$ cat src/tfr_defines.vh
// task file register constants: offsets, field positions, reset values
// assumes inclusion by the task file register block, which passes the fifo sizes on
`ifndef TFR_DEFINES_VH
`define TFR_DEFINES_VH

// ***************************************************************
// task file offsets (three address lines)
// ***************************************************************
`define TFR_OFS_DATA      3'h0
`define TFR_OFS_FEATURE   3'h1
`define TFR_OFS_COUNT     3'h2
`define TFR_OFS_SECTOR    3'h3
`define TFR_OFS_CYL_LOW   3'h4
`define TFR_OFS_CYL_HIGH  3'h5
`define TFR_OFS_DEV_HEAD  3'h6

// ***************************************************************
// fields
// ***************************************************************
`define TFR_DH_MODE_BIT   6
`define TFR_DH_HEAD_MSB   3
`define TFR_DH_HEAD_LSB   0

// ***************************************************************
// reset values and counts
// ***************************************************************
`define TFR_RST_BYTE      8'h00
`define TFR_RST_WORD      16'h0000
`define TFR_FULL_COUNT    9'h100
`define TFR_FIFO_WIDTH    16
`define TFR_FIFO_DEPTH    4

`endif

$ cat src/tfr_task_file.v
// command block task file of the flash disk: data port, feature,
// count and address registers
// assumes host strobes already synchronous to clk_sys, one pulse per access
//
// Overview of operation
// - sixteen bit data port, high and low
// - each data access moves one buffer word unless the write fifo is full or the buffer is empty
// - data port decodes at offset zero, error register at offset one
// - high-byte-only write at zero loads feature
// - count zero means 256 sectors
// - successful completion leaves count zero
// - failed completion leaves sectors remaining
// - sector register gives sector or bits 7-0
// - cylinder low gives cylinder or bits 15-8
// - cylinder high gives cylinder or bits 23-16
// - mode flag picks chs or block addressing
// - block bits 27-24 from head select bits
`timescale 1ns/1ns
`include "tfr_defines.vh"

module tfr_task_file (
	input  wire        clk_sys,
	input  wire        rst_b,
	input  wire [2:0]  host_addr,
	input  wire        low_byte_enable_n,
	input  wire        high_byte_enable_n,
	input  wire        host_wr,
	input  wire        host_rd,
	input  wire [15:0] host_wdata,
	output reg  [15:0] host_rdata,
	output wire        host_wr_ready,
	output wire        buf_wr_valid,
	input  wire        buf_wr_ready,
	output wire [15:0] buf_wr_data,
	input  wire        buf_rd_valid,
	output wire        buf_rd_ready,
	input  wire [15:0] buf_rd_data,
	input  wire [7:0]  error_code,
	input  wire        cmd_start,
	input  wire        sector_done,
	input  wire        cmd_done,
	input  wire        cmd_ok,
	output reg  [7:0]  command_feature,
	output reg  [8:0]  sectors_requested,
	output reg  [8:0]  sectors_left,
	output reg         logical_block_mode,
	output reg  [27:0] block_address,
	output reg  [7:0]  start_sector,
	output reg  [15:0] start_cylinder,
	output reg  [3:0]  head_select_bits
);

	// ***************************************************************
	// decode
	// ***************************************************************
	function sel;
		input [2:0] a;
		input [2:0] ofs;
		begin
			sel = (a == ofs);
		end
	endfunction

	function [8:0] expand_count;
		input [7:0] c;
		begin
			expand_count = (c == 8'h00) ? `TFR_FULL_COUNT : {1'b0, c};
		end
	endfunction

	wire any_lane   = !low_byte_enable_n | !high_byte_enable_n;
	wire feat_write = host_wr & sel(host_addr, `TFR_OFS_DATA)
	                  & !high_byte_enable_n & low_byte_enable_n;
	// shared offset: a high-byte-only write goes to feature, not data
	wire data_write = host_wr & sel(host_addr, `TFR_OFS_DATA)
	                  & !low_byte_enable_n;
	wire data_read  = host_rd & sel(host_addr, `TFR_OFS_DATA) & any_lane;
	wire byte_wr    = host_wr & !low_byte_enable_n;

	// ***************************************************************
	// registers
	// ***************************************************************
	reg [7:0] transfer_sector_count;
	reg [7:0] start_sector_number;
	reg [7:0] cylinder_low_byte;
	reg [7:0] cylinder_high_byte;
	reg [7:0] device_head;
	reg       busy;
	reg [15:0] data_hold;

	localparam ST_IDLE = 2'b01;
	localparam ST_RUN  = 2'b10;
	reg [1:0] state;
	reg [1:0] next_state;

	always @* begin
		case (state)
		ST_IDLE: next_state = cmd_start ? ST_RUN : ST_IDLE;
		ST_RUN:  next_state = cmd_done ? ST_IDLE : ST_RUN;
		default: next_state = ST_IDLE;
		endcase
	end

	always @(posedge clk_sys or negedge rst_b) begin
		if (!rst_b) begin
			state <= ST_IDLE;
			busy  <= 1'b0;
		end else begin
			state <= next_state;
			busy  <= (next_state == ST_RUN);
		end
	end

	// ***************************************************************
	// data path: writes through the fifo, reads straight from the buffer, at most one word per access
	// ***************************************************************
	tfr_fifo #(
		.WIDTH (`TFR_FIFO_WIDTH),
		.DEPTH (`TFR_FIFO_DEPTH),
		.AW    (2)
	) u_wr_fifo (
		.clk_sys   (clk_sys),
		.rst_b     (rst_b),
		.in_valid  (data_write),
		.in_ready  (host_wr_ready),
		.in_data   (host_wdata),
		.out_valid (buf_wr_valid),
		.out_ready (buf_wr_ready),
		.out_data  (buf_wr_data)
	);

	// a read pops one buffer word; an empty buffer returns the last word
	assign buf_rd_ready = data_read;

	always @(posedge clk_sys or negedge rst_b) begin
		if (!rst_b)
			data_hold <= `TFR_RST_WORD;
		else if (data_read & buf_rd_valid)
			data_hold <= buf_rd_data;
	end

	// ***************************************************************
	// command block register writes and progress updates
	// ***************************************************************
	always @(posedge clk_sys or negedge rst_b) begin
		if (!rst_b) begin
			command_feature       <= `TFR_RST_BYTE;
			transfer_sector_count <= `TFR_RST_BYTE;
			start_sector_number   <= `TFR_RST_BYTE;
			cylinder_low_byte     <= `TFR_RST_BYTE;
			cylinder_high_byte    <= `TFR_RST_BYTE;
			device_head           <= `TFR_RST_BYTE;
			sectors_requested     <= 9'h000;
			sectors_left          <= 9'h000;
		end else begin
			if (feat_write)
				command_feature <= host_wdata[15:8];
			if (byte_wr & sel(host_addr, `TFR_OFS_FEATURE))
				command_feature <= host_wdata[7:0];
			// count, sector, cylinder and device/head writes are taken only while idle, so addresses stay put
			if (byte_wr & !busy) begin
				if (sel(host_addr, `TFR_OFS_COUNT))
					transfer_sector_count <= host_wdata[7:0];
				if (sel(host_addr, `TFR_OFS_SECTOR))
					start_sector_number <= host_wdata[7:0];
				if (sel(host_addr, `TFR_OFS_CYL_LOW))
					cylinder_low_byte <= host_wdata[7:0];
				if (sel(host_addr, `TFR_OFS_CYL_HIGH))
					cylinder_high_byte <= host_wdata[7:0];
				if (sel(host_addr, `TFR_OFS_DEV_HEAD))
					device_head <= host_wdata[7:0];
			end
			if (cmd_start & (state == ST_IDLE)) begin
				sectors_requested <= expand_count(transfer_sector_count);
				sectors_left      <= expand_count(transfer_sector_count);
			end else if (state == ST_RUN) begin
				if (cmd_done & cmd_ok)
					transfer_sector_count <= 8'h00;
				else if (cmd_done)
					transfer_sector_count <= sectors_left[7:0];
				else if (sector_done & (sectors_left != 9'h000))
					sectors_left <= sectors_left - 9'h001;
				if (cmd_done & cmd_ok)
					sectors_left <= 9'h000;
			end
		end
	end

	// ***************************************************************
	// address interpretation, registered outputs
	// ***************************************************************
	always @(posedge clk_sys or negedge rst_b) begin
		if (!rst_b) begin
			logical_block_mode <= 1'b0;
			block_address      <= 28'h0000000;
			start_sector       <= `TFR_RST_BYTE;
			start_cylinder     <= `TFR_RST_WORD;
			head_select_bits   <= 4'h0;
		end else begin
			logical_block_mode <= device_head[`TFR_DH_MODE_BIT];
			head_select_bits   <= device_head[`TFR_DH_HEAD_MSB:`TFR_DH_HEAD_LSB];
			if (device_head[`TFR_DH_MODE_BIT]) begin
				block_address <= {device_head[`TFR_DH_HEAD_MSB:`TFR_DH_HEAD_LSB],
				                  cylinder_high_byte,
				                  cylinder_low_byte,
				                  start_sector_number};
				start_sector   <= `TFR_RST_BYTE;
				start_cylinder <= `TFR_RST_WORD;
			end else begin
				block_address  <= 28'h0000000;
				start_sector   <= start_sector_number;
				start_cylinder <= {cylinder_high_byte, cylinder_low_byte};
			end
		end
	end

	// ***************************************************************
	// read mux
	// ***************************************************************
	always @(posedge clk_sys or negedge rst_b) begin
		if (!rst_b)
			host_rdata <= `TFR_RST_WORD;
		else if (host_rd) begin
			case (host_addr)
			`TFR_OFS_DATA:     host_rdata <= buf_rd_valid ? buf_rd_data : data_hold;
			`TFR_OFS_FEATURE:  host_rdata <= {8'h00, error_code};
			`TFR_OFS_COUNT:    host_rdata <= {8'h00, transfer_sector_count};
			`TFR_OFS_SECTOR:   host_rdata <= {8'h00, start_sector_number};
			`TFR_OFS_CYL_LOW:  host_rdata <= {8'h00, cylinder_low_byte};
			`TFR_OFS_CYL_HIGH: host_rdata <= {8'h00, cylinder_high_byte};
			`TFR_OFS_DEV_HEAD: host_rdata <= {8'h00, device_head};
			default:           host_rdata <= `TFR_RST_WORD;
			endcase
		end
	end

endmodule // tfr_task_file

$ cat src/tfr_fifo.v
// small word fifo between the host data port and the sector buffer
// assumes one clock domain and synchronous valid/ready on both sides
`timescale 1ns/1ns

module tfr_fifo #(
	parameter WIDTH = 16,
	parameter DEPTH = 4,
	parameter AW    = 2
) (
	input  wire             clk_sys,
	input  wire             rst_b,
	input  wire             in_valid,
	output wire             in_ready,
	input  wire [WIDTH-1:0] in_data,
	output wire             out_valid,
	input  wire             out_ready,
	output wire [WIDTH-1:0] out_data
);

	reg [WIDTH-1:0] mem [0:DEPTH-1];
	reg [AW-1:0]    wr_ptr;
	reg [AW-1:0]    rd_ptr;
	reg [AW:0]      fill;

	wire            push;
	wire            pop;

	// full mark sized to the fill counter so the compare is exact
	localparam [AW:0] FILL_FULL = DEPTH;

	assign in_ready  = (fill != FILL_FULL);
	assign out_valid = (fill != {(AW+1){1'b0}});
	assign push      = in_valid & in_ready;
	assign pop       = out_valid & out_ready;
	assign out_data  = mem[rd_ptr];

	always @(posedge clk_sys) begin
		if (push)
			mem[wr_ptr] <= in_data;
	end

	always @(posedge clk_sys or negedge rst_b) begin
		if (!rst_b) begin
			wr_ptr <= {AW{1'b0}};
			rd_ptr <= {AW{1'b0}};
			fill   <= {(AW+1){1'b0}};
		end else begin
			if (push)
				wr_ptr <= wr_ptr + 1'b1;
			if (pop)
				rd_ptr <= rd_ptr + 1'b1;
			if (push & !pop)
				fill <= fill + 1'b1;
			else if (pop & !push)
				fill <= fill - 1'b1;
		end
	end

endmodule // tfr_fifo

$ cat config.mk
export PLATFORM = sky130hd
export DESIGN_NAME = tfr_task_file
export DESIGN_NICKNAME = d
export VERILOG_FILES = /design/src/tfr_task_file.v /design/src/tfr_fifo.v
export VERILOG_INCLUDE_DIRS = /design/src
export SDC_FILE = /design/constraint.sdc
export NUM_CORES = 1
export LEC_CHECK = 0
export ABC_AREA = 0
export ABC_CLOCK_PERIOD_IN_PS = 3100
export BUFFER_PORTS_ARGS = -buffer_cell sky130_fd_sc_hd__buf_2
export CORE_ASPECT_RATIO = 1.5
export CORE_MARGIN = 2
export CORE_UTILIZATION = 56
export DETAILED_ROUTE_END_ITERATION = 12
export GPL_TIMING_DRIVEN = 0
export MAX_ROUTING_LAYER = met4
export PLACE_DENSITY = 0.8
export SLEW_MARGIN = 10
export SYNTH_ARGS = -nofsm -noshare
export SYNTH_HDL_FRONTEND = slang
export SYNTH_HIERARCHICAL = 1
export SYNTH_SLANG_ARGS = --single-unit
$ cat constraint.sdc
create_clock -name clk_sys -period 3.1 [get_ports clk_sys]
set_clock_uncertainty 0.1 [all_clocks]
set_input_delay 0 -clock clk_sys [delete_from_list [all_inputs] [get_ports clk_sys]]
set_output_delay 0 -clock clk_sys [all_outputs]
set_load 0.05 [all_outputs]
# Yosys cells after proc, flatten, opt, wreduce, memory -nomap -nowiden
# Memory sizes are Yosys's and may differ from the RTL's.
# Cells that the tools add are included.
# totals
register_bits	165
ramBits	64
input_bits	55
output_inout_bits	118
word_cells	99
memories	1
# op_classes
add_sub_neg	5
eq_ne	11
muxes	26
bitwise	18
n_reduce_logical	18
# mem_list
memory	depth	word_bits	read_ports	rd_ports_with_merged_regs	wr	line	source
u_wr_fifo.mem	4	16	1	0	1	tfr_fifo.v:20	reg [WIDTH-1:0] mem [0:DEPTH-1];
# ops
cell	n
one-hot mux 16 bit (7 select lines)	1
2-to-1 mux 8 bit	9
2-to-1 mux 9 bit	6
2-to-1 mux 16 bit	2
2-to-1 mux 28 bit	1
bitwise AND 1 bit	17
equality test 3 bit (second input constant)	3
nonzero test 9 bit	1
subtractor 9 x 1 -> 9 bit (second input constant)	1
zero test 8 bit	1
AND reduction 2 bit	4
equality test 3 x 2 -> 1 bit (second input constant)	2
2-to-1 mux 3 bit	2
nonzero test 2 bit	3
nonzero test 3 bit	2
zero test 1 bit	5
adder 2 x 1 -> 2 bit (second input constant)	2
equality test 2 bit (second input constant)	2
2-to-1 mux 2 bit	2
one-hot mux 2 bit (2 select lines)	1
adder 3 x 1 -> 3 bit (second input constant)	1
equality test 3 x 1 -> 1 bit (second input constant)	1
zero test 3 bit	1
!= test 3 x 1 -> 1 bit (second input constant)	1
other kinds (6)	7

# Longest topological paths before layout
# Gate-level depths: netlist of the first run.
# logic_depth
depth_word	8
ltp_mapped	11

# Cells and area by module
# Netlist of the first run, hierarchy kept.
# by_module_without_submodules
module	instances	cells_each	area_per_inst_um2	seq_area_each_um2
tfr_task_file	1	550	6673.9	3955.0
tfr_fifo	1	119	2765.2	2097.0

# Worst setup path before layout of the first run
# Ideal clock, no wire load.
# synth_path
path_type	register to register
startpoint	register sectors_left[0]
endpoint	register sectors_left[0]
t_arrival_ns	2.406
slack_ns	0.469
stages_incl_launch_ff	8
synth_period_minus_slack_ns	2.631
cell_sequence	dfrtp_1 inv_1 ha_1 or4b_4 o311a_4 or2_1 buf_6 mux2_4
# synth_between
elab_chain_len	6
elab_cells_between_ends	10
# synth_rtl
item	line	source
start, declared	tfr_task_file.v:45	output reg [8:0] sectors_left,
start signal, assigned	tfr_task_file.v:175	sectors_left <= expand_count(transfer_sector_count);
start signal, assigned	tfr_task_file.v:182	sectors_left <= sectors_left - 9'h001;
subtractor 9 x 1 -> 9 bit	tfr_task_file.v:182	
2-to-1 mux 9 bit	tfr_task_file.v:181	else if (sector_done & (sectors_left != 9'h000))
2-to-1 mux 9 bit	tfr_task_file.v:179	else if (cmd_done)
2-to-1 mux 9 bit	tfr_task_file.v:183	if (cmd_done & cmd_ok)
2-to-1 mux 9 bit	tfr_task_file.v:176	end else if (state == ST_RUN) begin
2-to-1 mux 9 bit	tfr_task_file.v:173	if (cmd_start & (state == ST_IDLE)) begin
# Parallel ways exist; a longest one is shown, timed or not. The select of a mux whose other input is x is not followed.
# A chain may end at the register's enable or synchronous reset.

# Worst setup path after layout of the first run
# layout_path
startpoint	input port host_addr[1]
endpoint	register u_wr_fifo.fill[2]
# layout_between
elab_chain_len	7
elab_cells_between_ends	9
# layout_rtl
item	line	source
start, declared	tfr_task_file.v:24	input wire [2:0] host_addr,
zero test 3 bit (*)	tfr_task_file.v:60	sel = (a == ofs);
bitwise AND 1 bit (*) (2 in series)	tfr_task_file.v:75	wire data_write = host_wr & sel(host_addr, `TFR_OFS_DATA)
named net data_write	tfr_task_file.v:75	
bitwise AND 1 bit (*)	tfr_fifo.v:33	assign push = in_valid & in_ready;
named net u_wr_fifo.push	tfr_fifo.v:25	wire push;
zero test 1 bit	tfr_fifo.v:54	else if (pop & !push)
bitwise AND 1 bit	tfr_fifo.v:54	
nonzero test 2 bit (no line)	--	
end signal, assigned	tfr_fifo.v:46	fill <= {(AW+1){1'b0}};
end signal, assigned	tfr_fifo.v:53	fill <= fill + 1'b1;
end signal, assigned	tfr_fifo.v:55	fill <= fill - 1'b1;
end, declared	tfr_fifo.v:23	reg [AW:0] fill;
# The timed path passes the listed nets; every way through them passes the cells marked *.

==> flow_metrics.py, run 1 <==
metrics = {
    "status": {
        "run_status": "finished clean",
    },
    "place": {
        "place.gp.congestion": 0.952,
        "port-buffer-count": 170,
        "placed_cells": 1050,
        "hpwlAfterDp_um": 15800,
    },
    "floorplan": {
        "placement_rows": 58,
        "die-width_um": 110,
        "area_of_the_die_mm2": 0.0179,
        "initial_utilization_pct": 56.8,
        "core_area_mm2": 0.0166,
        "num_io_pins": 173,
        "fp.dieH_um": 163,
    },
    "synth": {
        "async_flop_share_pct": 72.1,
        "ys_dominant_reg_cell": "sky130_fd_sc_hd__dfrtp_1",
        "post_synth_cell_types": 56,
        "top_area_cell_type_share_of_the_netlist_area_pct": 43.5,
        "ys_ff_latch": 229,
        "synth.cell_area_mm2": 0.00944,
        "post_synthesis_sequential_area_ratio_pct": 64.1,
        "synth_edf_count": 64,
        "syn_inst": 669,
        "synth_fp_nets": 733,
        "yosys_warnings": 6,
        "yosysTopAreaCell": "sky130_fd_sc_hd__dfrtp_1",
        "synth_area_per_cell_um2": 14.1,
        "synth.top_cells.by_area": "sky130_fd_sc_hd__dfrtp_1 (43%), sky130_fd_sc_hd__edfxtp_1 (20%), sky130_fd_sc_hd__mux2_2 (7.8%)",
    },
    "finish": {
        "drive_above_1_share_pct": 31.9,
        "fin_util_pct": 71.2,
        "final-instance-count-excl-fill": 1138,
        "nFillCells": 1089,
        "antenna_cells": 0,
        "layout-area-overhead-vs-synth_pct": 25.3,
        "finalNetCount": 978,
    },
    "global_route": {
        "grt_pass1_wl_um": 36400,
        "groute.layer.met1.usage_pct": 34.8,
        "via_count_of_the_first_global_routing_pass": 6538,
        "globalRoute.totalOverflow": 0,
        "grt_usage_pct": 28.0,
        "grt_util_met2_pct": 47.0,
        "global_route.usage.met3_pct": 3.52,
        "grt_start_max_net_pins": 88,
        "antenna_found_initial": 0,
        "busiest_layer": "met2",
    },
    "sta": {
        "final_hold_viol_count": 0,
        "finalCritPeriodShare_pct": 85.2,
        "fmaxAchievable_mhz": 379,
        "setup_repair_after_global_routing_missed_its_margin": "no",
        "final-max-slew-violation-count": 0,
        "finalSetupTns_ns": 0,
        "setup_viol_count_final": 0,
        "final_worst_path_period_need_ns": 2.64,
        "tightest_slew_ns": 1.20,
        "slew-limit-headroom_pct": 19.4,
    },
    "clock_tree": {
        "clk-insertion-delay-late_ns": 0.50,
        "cts_tree": "yes",
        "total_clock_buffers_created_by_cts": 21,
        "cts.sinks": 229,
        "maximum_number_of_buffers_from_clock_root_to_sink": 3,
        "cts.reportedPaths.clkPinSlew_ns": 0.07,
        "cts_max_level": 1,
        "cts_root_buffer": "sky130_fd_sc_hd__clkbuf_16",
    },
    "run": {
        "max-cap-violations": 0,
    },
    "setup_path": {
        "r2r_slack_ns": 0.50,
        "critical_path_required_ns": 3.42,
        "worstRegToRegCells": 7,
        "rr_endpoint": "sectors_left[1]",
        "r2r-start": "sectors_left[1]",
        "worst-endpoint-arrival_ns": 2.96,
        "worstSetupStartpointType": "input port",
        "critPathMaxFanout": 10,
        "cp-end-kind": "flip-flop",
        "criticalPathCategory": "input port to flip-flop",
    },
    "power_and_ir_drop": {
        "pleak_nw": 5.41,
        "power_frac_seq_pct": 38.5,
        "worst_ir_drop_vdd_v": 0.000652,
        "switching_share_pct": 41.0,
        "p_int_mw": 6.69,
        "pwr_density_cell_mw_per_mm2": 959,
        "clock_power_share_pct": 23.5,
        "share_comb_of_total_power_pct": 38.0,
        "p_sw_mw": 4.65,
    },
    "drt": {
        "detail_route.iter0.violations": 329,
        "drc_violation_count_after_routing": 0,
        "drtAntennaViolNets": 0,
        "drtPass1Iterations": 5,
        "detailroute.via_count": 6442,
        "routed_wl_um": 23600,
        "avgRoutedWirePerCell_um": 20.8,
        "vias_per_cell": 5.66,
    },
    "min_path": {
        "worstHoldPathType": "input port to flip-flop",
        "timing.hold.worst_endpoint": "host_rdata[1]",
        "whs_path_depth": 4,
        "hold_start": "host_addr[0]",
    },
}
## sequential cells by signal, indices dropped and copies added (netlist names), 3 cells and up
signal,cells
data_hold,16
sectors_left,9
start_sector,8
block_address,28
device_head,8
cylinder_high_byte,8
command_feature,8
sectors_requested,9
cylinder_low_byte,8
u_wr_fifo/mem,64
start_sector_number,8
start_cylinder,16
u_wr_fifo/fill,3
host_rdata,16
transfer_sector_count,8
head_select_bits,4
## layout make-up
cell class	instances	area [µm²]	share of cell area (%)
multi-input combinational	379	3130	26.4
buffer	33	160	1.35
inverter	28	105	0.889
tap	210	263	2.22
timing repair buffer	222	1410	11.9
clock buffer	23	543	4.59
sequential	229	6050	51.2
clock inverter	14	169	1.43
## cell families after synthesis
family / Yosys count / synth area share [%]
DFF: 229 / 64.1
and+or+nand+nor: 165 / 9.78
muxes: 104 / 14.6
AOI/OAI and AO/OA: 95 / 6.89
buffers and inverters: 61 / 2.81
adders and majority gates: 9 / 1.27
xor gates and xnor gates: 6 / 0.557
## timing repair
action	in CTS	in global routing
setup endpoints to repair	0	1
endpoints found under the hold margin	325	0
buffers inserted	0	0
hold buffers	51	0
resized for setup	0	1
## layer usage
metal	vias to the layer above	routed length, µm
li1	2918	-
met4	0	762
met5	-	0
met2	261	12300
met3	53	1490
met1	3210	9030
## critical path, stage by stage
cell and delay (ns):
sky130_fd_sc_hd__clkbuf_1 0.19, sky130_fd_sc_hd__nor3_2 0.47, sky130_fd_sc_hd__clkbuf_1 0.50, sky130_fd_sc_hd__nor2b_1 0.25, sky130_fd_sc_hd__a21boi_2 0.35, sky130_fd_sc_hd__ha_1 0.26, sky130_fd_sc_hd__inv_1 0.06, sky130_fd_sc_hd__fa_1 0.40
sky130_fd_sc_hd__xor2_1 0.17, sky130_fd_sc_hd__nor2_1 0.14, sky130_fd_sc_hd__xor2_1 0.16
## layout by cell type, fill, tap and decap left out, types with 21 or more instances in the layout
master,netlist,layout
sky130_fd_sc_hd__buf_2,4,173
sky130_fd_sc_hd__dfrtp_1,164,164
sky130_fd_sc_hd__clkbuf_16,0,21
sky130_fd_sc_hd__edfxtp_1,64,64
sky130_fd_sc_hd__nand2_1,34,34
sky130_fd_sc_hd__and2_1,34,34
sky130_fd_sc_hd__nor2b_1,28,28
sky130_fd_sc_hd__inv_1,27,27
sky130_fd_sc_hd__o21ai_0,24,24
sky130_fd_sc_hd__dlygate4sd3_1,0,50
sky130_fd_sc_hd__mux2_2,65,65
sky130_fd_sc_hd__clkbuf_1,20,21
## Yosys cell counts (4+ instances only)
master,instances
sky130_fd_sc_hd__nand2b_1,4
sky130_fd_sc_hd__and3_1,5
sky130_fd_sc_hd__nand3_1,15
sky130_fd_sc_hd__mux2i_1,20
sky130_fd_sc_hd__and2_1,34
sky130_fd_sc_hd__nor2_1,16
sky130_fd_sc_hd__a22o_1,4
sky130_fd_sc_hd__a221o_1,5
sky130_fd_sc_hd__mux4_1,8
sky130_fd_sc_hd__nor4_1,5
sky130_fd_sc_hd__o2bb2ai_1,5
sky130_fd_sc_hd__o211ai_1,4
sky130_fd_sc_hd__edfxtp_1,64
sky130_fd_sc_hd__a211o_1,4
sky130_fd_sc_hd__buf_2,4
sky130_fd_sc_hd__clkbuf_1,20
sky130_fd_sc_hd__buf_1,6
sky130_fd_sc_hd__nand2_1,34
sky130_fd_sc_hd__dfrtp_1,164
sky130_fd_sc_hd__a21oi_1,19
sky130_fd_sc_hd__nand3b_1,11
sky130_fd_sc_hd__o21ai_0,24
sky130_fd_sc_hd__ha_1,8
sky130_fd_sc_hd__xnor2_1,4
sky130_fd_sc_hd__nor2b_1,28
sky130_fd_sc_hd__mux2_2,65
sky130_fd_sc_hd__o22ai_1,14
sky130_fd_sc_hd__mux4_2,9
sky130_fd_sc_hd__inv_1,27
## power groups by stage
stage	sequential, mW	clock (mW)	combinational, mW
6_report	4.37	2.66	4.31
2_1_floorplan	5.54	0	1.93
5_1_grt	4.44	2.80	4.59
3_5_place_dp	4.40	0	4.22
4_1_cts	4.35	2.69	4.33
3_3_place_gp	4.38	0	4.13
## worst max-delay path by stage
stage	cells past startpoint	end	slack [ns]	startpoint
3_5_place_dp	11	u_wr_fifo/fill[2]	-0.15	host_addr[1]
5_1_grt	11	u_wr_fifo/fill[2]	0.23	host_addr[1]
4_1_cts	11	u_wr_fifo/fill[2]	0.28	host_addr[1]
6_report	11	u_wr_fifo/fill[2]	0.46	host_addr[1]
2_1_floorplan	7	sectors_left[0]	0.47	sectors_left[0]
3_3_place_gp	1	u_wr_fifo/fill[0]	-0.53	rst_b
## per-stage QoR
stage	instance area [µm²]	setup slack, ns	hold WS (ns)	power, mW
2_1_floorplan	9440	0.469	-0.396	7.47
3_3_place_gp	10600	-0.533	0.131	8.52
3_5_place_dp	10600	-0.145	-0.0837	8.62
4_1_cts	11800	0.285	0.0627	11.4
5_1_grt	11800	0.235	0.0524	11.8
6_report	11800	0.458	0.0253	11.3
(Power assumes the default switching activity.)
==> run 2, diff against run 1 <==
CTS_BUF_LIST = sky130_fd_sc_hd__clkbuf_4 sky130_fd_sc_hd__clkbuf_8 sky130_fd_sc_hd__clkbuf_16   (was default)
==> run 2 against run 1 <==
- sequential share of layout area about the same
- fmax up 0.29%
- total power about the same
- wire length about the same
- first-iteration DRC count up 22%
- register-to-register slack better by 0.02 ns
- hold slack worse by 0.0099 ns
- largest power group unchanged
==> flow_metrics.py, run 2 (synthesis results as in run 1) <==
metrics = {
    "status": {
        "run_status": "finished clean",
    },
    "setup_path": {
        "critical_path_required_ns": 3.43,
        "worstSetupStartpointType": "input port",
        "rr_endpoint": "sectors_left[1]",
        "cp-end-kind": "flip-flop",
        "worstRegToRegCells": 7,
        "r2r_slack_ns": 0.52,
        "timing.critical_path.cells": "clkbuf_1, nor3_2, clkbuf_1, nor2b_1, a21boi_2, ha_1, inv_1, fa_1, xor2_1, nor2_1, xor2_1",
        "r2r-start": "sectors_left[1]",
        "worst-endpoint-arrival_ns": 2.96,
        "criticalPathCategory": "input port to flip-flop",
        "cpMaxStageDelayCell": "sky130_fd_sc_hd__clkbuf_1",
        "critPathMaxFanout": 10,
        "critical_path.max_stage_delay_ns": 0.50,
    },
    "place": {
        "port-buffer-count": 170,
        "place.gp.congestion": 0.952,
        "hpwlAfterDp_um": 15800,
        "placement.setup.worst_slack_ns": -0.145,
    },
    "finish": {
        "fin_util_pct": 71.2,
        "largest_registers": "u_wr_fifo/mem: 64 flops, block_address: 28 flops",
        "layout.cells.most_common_list": "sky130_fd_sc_hd__buf_2 (173), sky130_fd_sc_hd__dfrtp_1 (164), sky130_fd_sc_hd__mux2_2 (65)",
        "largest_reg_flops": 64,
        "layout-area-overhead-vs-synth_pct": 25.4,
        "drive_above_1_share_pct": 32.0,
        "finalNetCount": 978,
        "largest_register": "u_wr_fifo/mem",
        "antenna_cells": 0,
        "layout_commonest_cell": "sky130_fd_sc_hd__buf_2",
    },
    "global_route": {
        "grt_pass1_wl_um": 36400,
        "globalRoute.totalOverflow": 0,
        "grt_start_max_net_pins": 88,
        "antenna_found_initial": 0,
        "grt_usage_pct": 28.0,
        "via_count_of_the_first_global_routing_pass": 6565,
    },
    "floorplan": {
        "die-width_um": 110,
        "area_of_the_die_mm2": 0.0179,
        "num_io_pins": 173,
        "initial_utilization_pct": 56.8,
        "placement_rows": 58,
        "core_area_mm2": 0.0166,
        "fp.dieH_um": 163,
    },
    "clock_tree": {
        "cts.sinks": 229,
        "cts.reportedPaths.clkPinSlew_ns": 0.07,
        "cts_root_buffer": "sky130_fd_sc_hd__clkbuf_16",
        "clk-insertion-delay-late_ns": 0.50,
        "maximum_number_of_buffers_from_clock_root_to_sink": 3,
        "total_clock_buffers_created_by_cts": 21,
        "cts_max_level": 1,
        "post_cts_buffers": 0,
        "cts_tree": "yes",
    },
    "drt": {
        "vias_per_cell": 5.70,
        "drtPass1Iterations": 4,
        "detail_route.iter0.violations": 401,
        "routed_wl_um": 23600,
        "avgRoutedWirePerCell_um": 20.8,
        "drc_violation_count_after_routing": 0,
        "drtAntennaViolNets": 0,
        "detailroute.via_count": 6488,
    },
    "sta": {
        "final-max-slew-violation-count": 0,
        "setup_viol_count_final": 0,
        "fmaxAchievable_mhz": 380,
        "slew-limit-headroom_pct": 19.6,
        "hold_ws_ns": 0.0154,
        "timing.final.ws_setup_ns": 0.466,
        "finalCritPeriodShare_pct": 85.0,
        "final_hold_viol_count": 0,
        "final_worst_path_period_need_ns": 2.63,
        "tightest_slew_ns": 1.20,
        "setup_repair_after_global_routing_missed_its_margin": "no",
    },
    "power_and_ir_drop": {
        "power.total_mw": 11.3,
        "pwr_density_cell_mw_per_mm2": 958,
        "pleak_nw": 5.42,
        "worst_ir_drop_vdd_v": 0.000649,
    },
    "min_path": {
        "timing.hold.worst_endpoint": "host_rdata[1]",
        "hold_start": "host_addr[0]",
        "whs_path_depth": 4,
        "worstHoldPathType": "input port to flip-flop",
    },
    "run": {
        "max-cap-violations": 0,
    },
}
[run 2: power by group]
part	leakage (nW)	switching (mW)	internal, mW
Sequential	2.67	0.558	3.81
Combinational	2.42	2.96	1.35
Clock	0.331	1.13	1.54
[run 2: layout make-up]
class	instances	area, µm²
Tap cell	210	263
Sequential cell	229	6050
Timing Repair Buffer	222	1420
Buffer	33	160
Inverter	28	105
Clock inverter	14	169
Fill cell	1087	4780
Multi-Input combinational cell	379	3130
Clock buffer	23	547
[run 2: timing repair]
| action | in CTS | in global routing |
|---|---|---|
| hold endpoints to repair | 325 | 0 |
| gates resized for setup | 0 | 1 |
| hold buffers | 51 | 0 |
| endpoints found under the setup margin | 0 | 1 |
[run 2: worst max-delay path, delay by kind of cell]
family                     cells  cell delay, ns
AOI/OAI and AO/OA              1            0.35
xor gates and xnor gates       2            0.33
adders and majority gates      2            0.66
buffers and inverters          3            0.75
and+or+nand+nor                3            0.86
[run 2: how the worst max path moves through the flow]
stage	start	end	slack [ns]	cells past startpoint
2_1_floorplan	sectors_left[0]	sectors_left[0]	0.47	7
3_3_place_gp	rst_b	u_wr_fifo/fill[0]	-0.53	1
3_5_place_dp	host_addr[1]	u_wr_fifo/fill[2]	-0.15	11
4_1_cts	host_addr[1]	u_wr_fifo/fill[2]	0.29	11
5_1_grt	host_addr[1]	u_wr_fifo/fill[2]	0.24	11
6_report	host_addr[1]	u_wr_fifo/fill[2]	0.47	11
[run 2: metal layers]
| metal | vias to the layer above | track usage (%) | wire length, µm |
|---|---|---|---|
| met3 | 68 | 3.40 | 1370 |
| met5 | - | - | 0 |
| met4 | 0 | 10.6 | 886 |
| li1 | 2923 | - | - |
| met2 | 266 | 46.8 | 12200 |
| met1 | 3231 | 34.8 | 9130 |
[run 2: through the flow]
stage | std cells | TNS [ns] | area (µm²)
after floorplan | 669 | 0 | 9440
after global placement | 1049 | -87.41 | 10600
after detailed placement | 1050 | -7.57 | 10600
after CTS | 1138 | 0 | 11800
after global routing | 1138 | 0 | 11800
final | 1138 | 0 | 11800
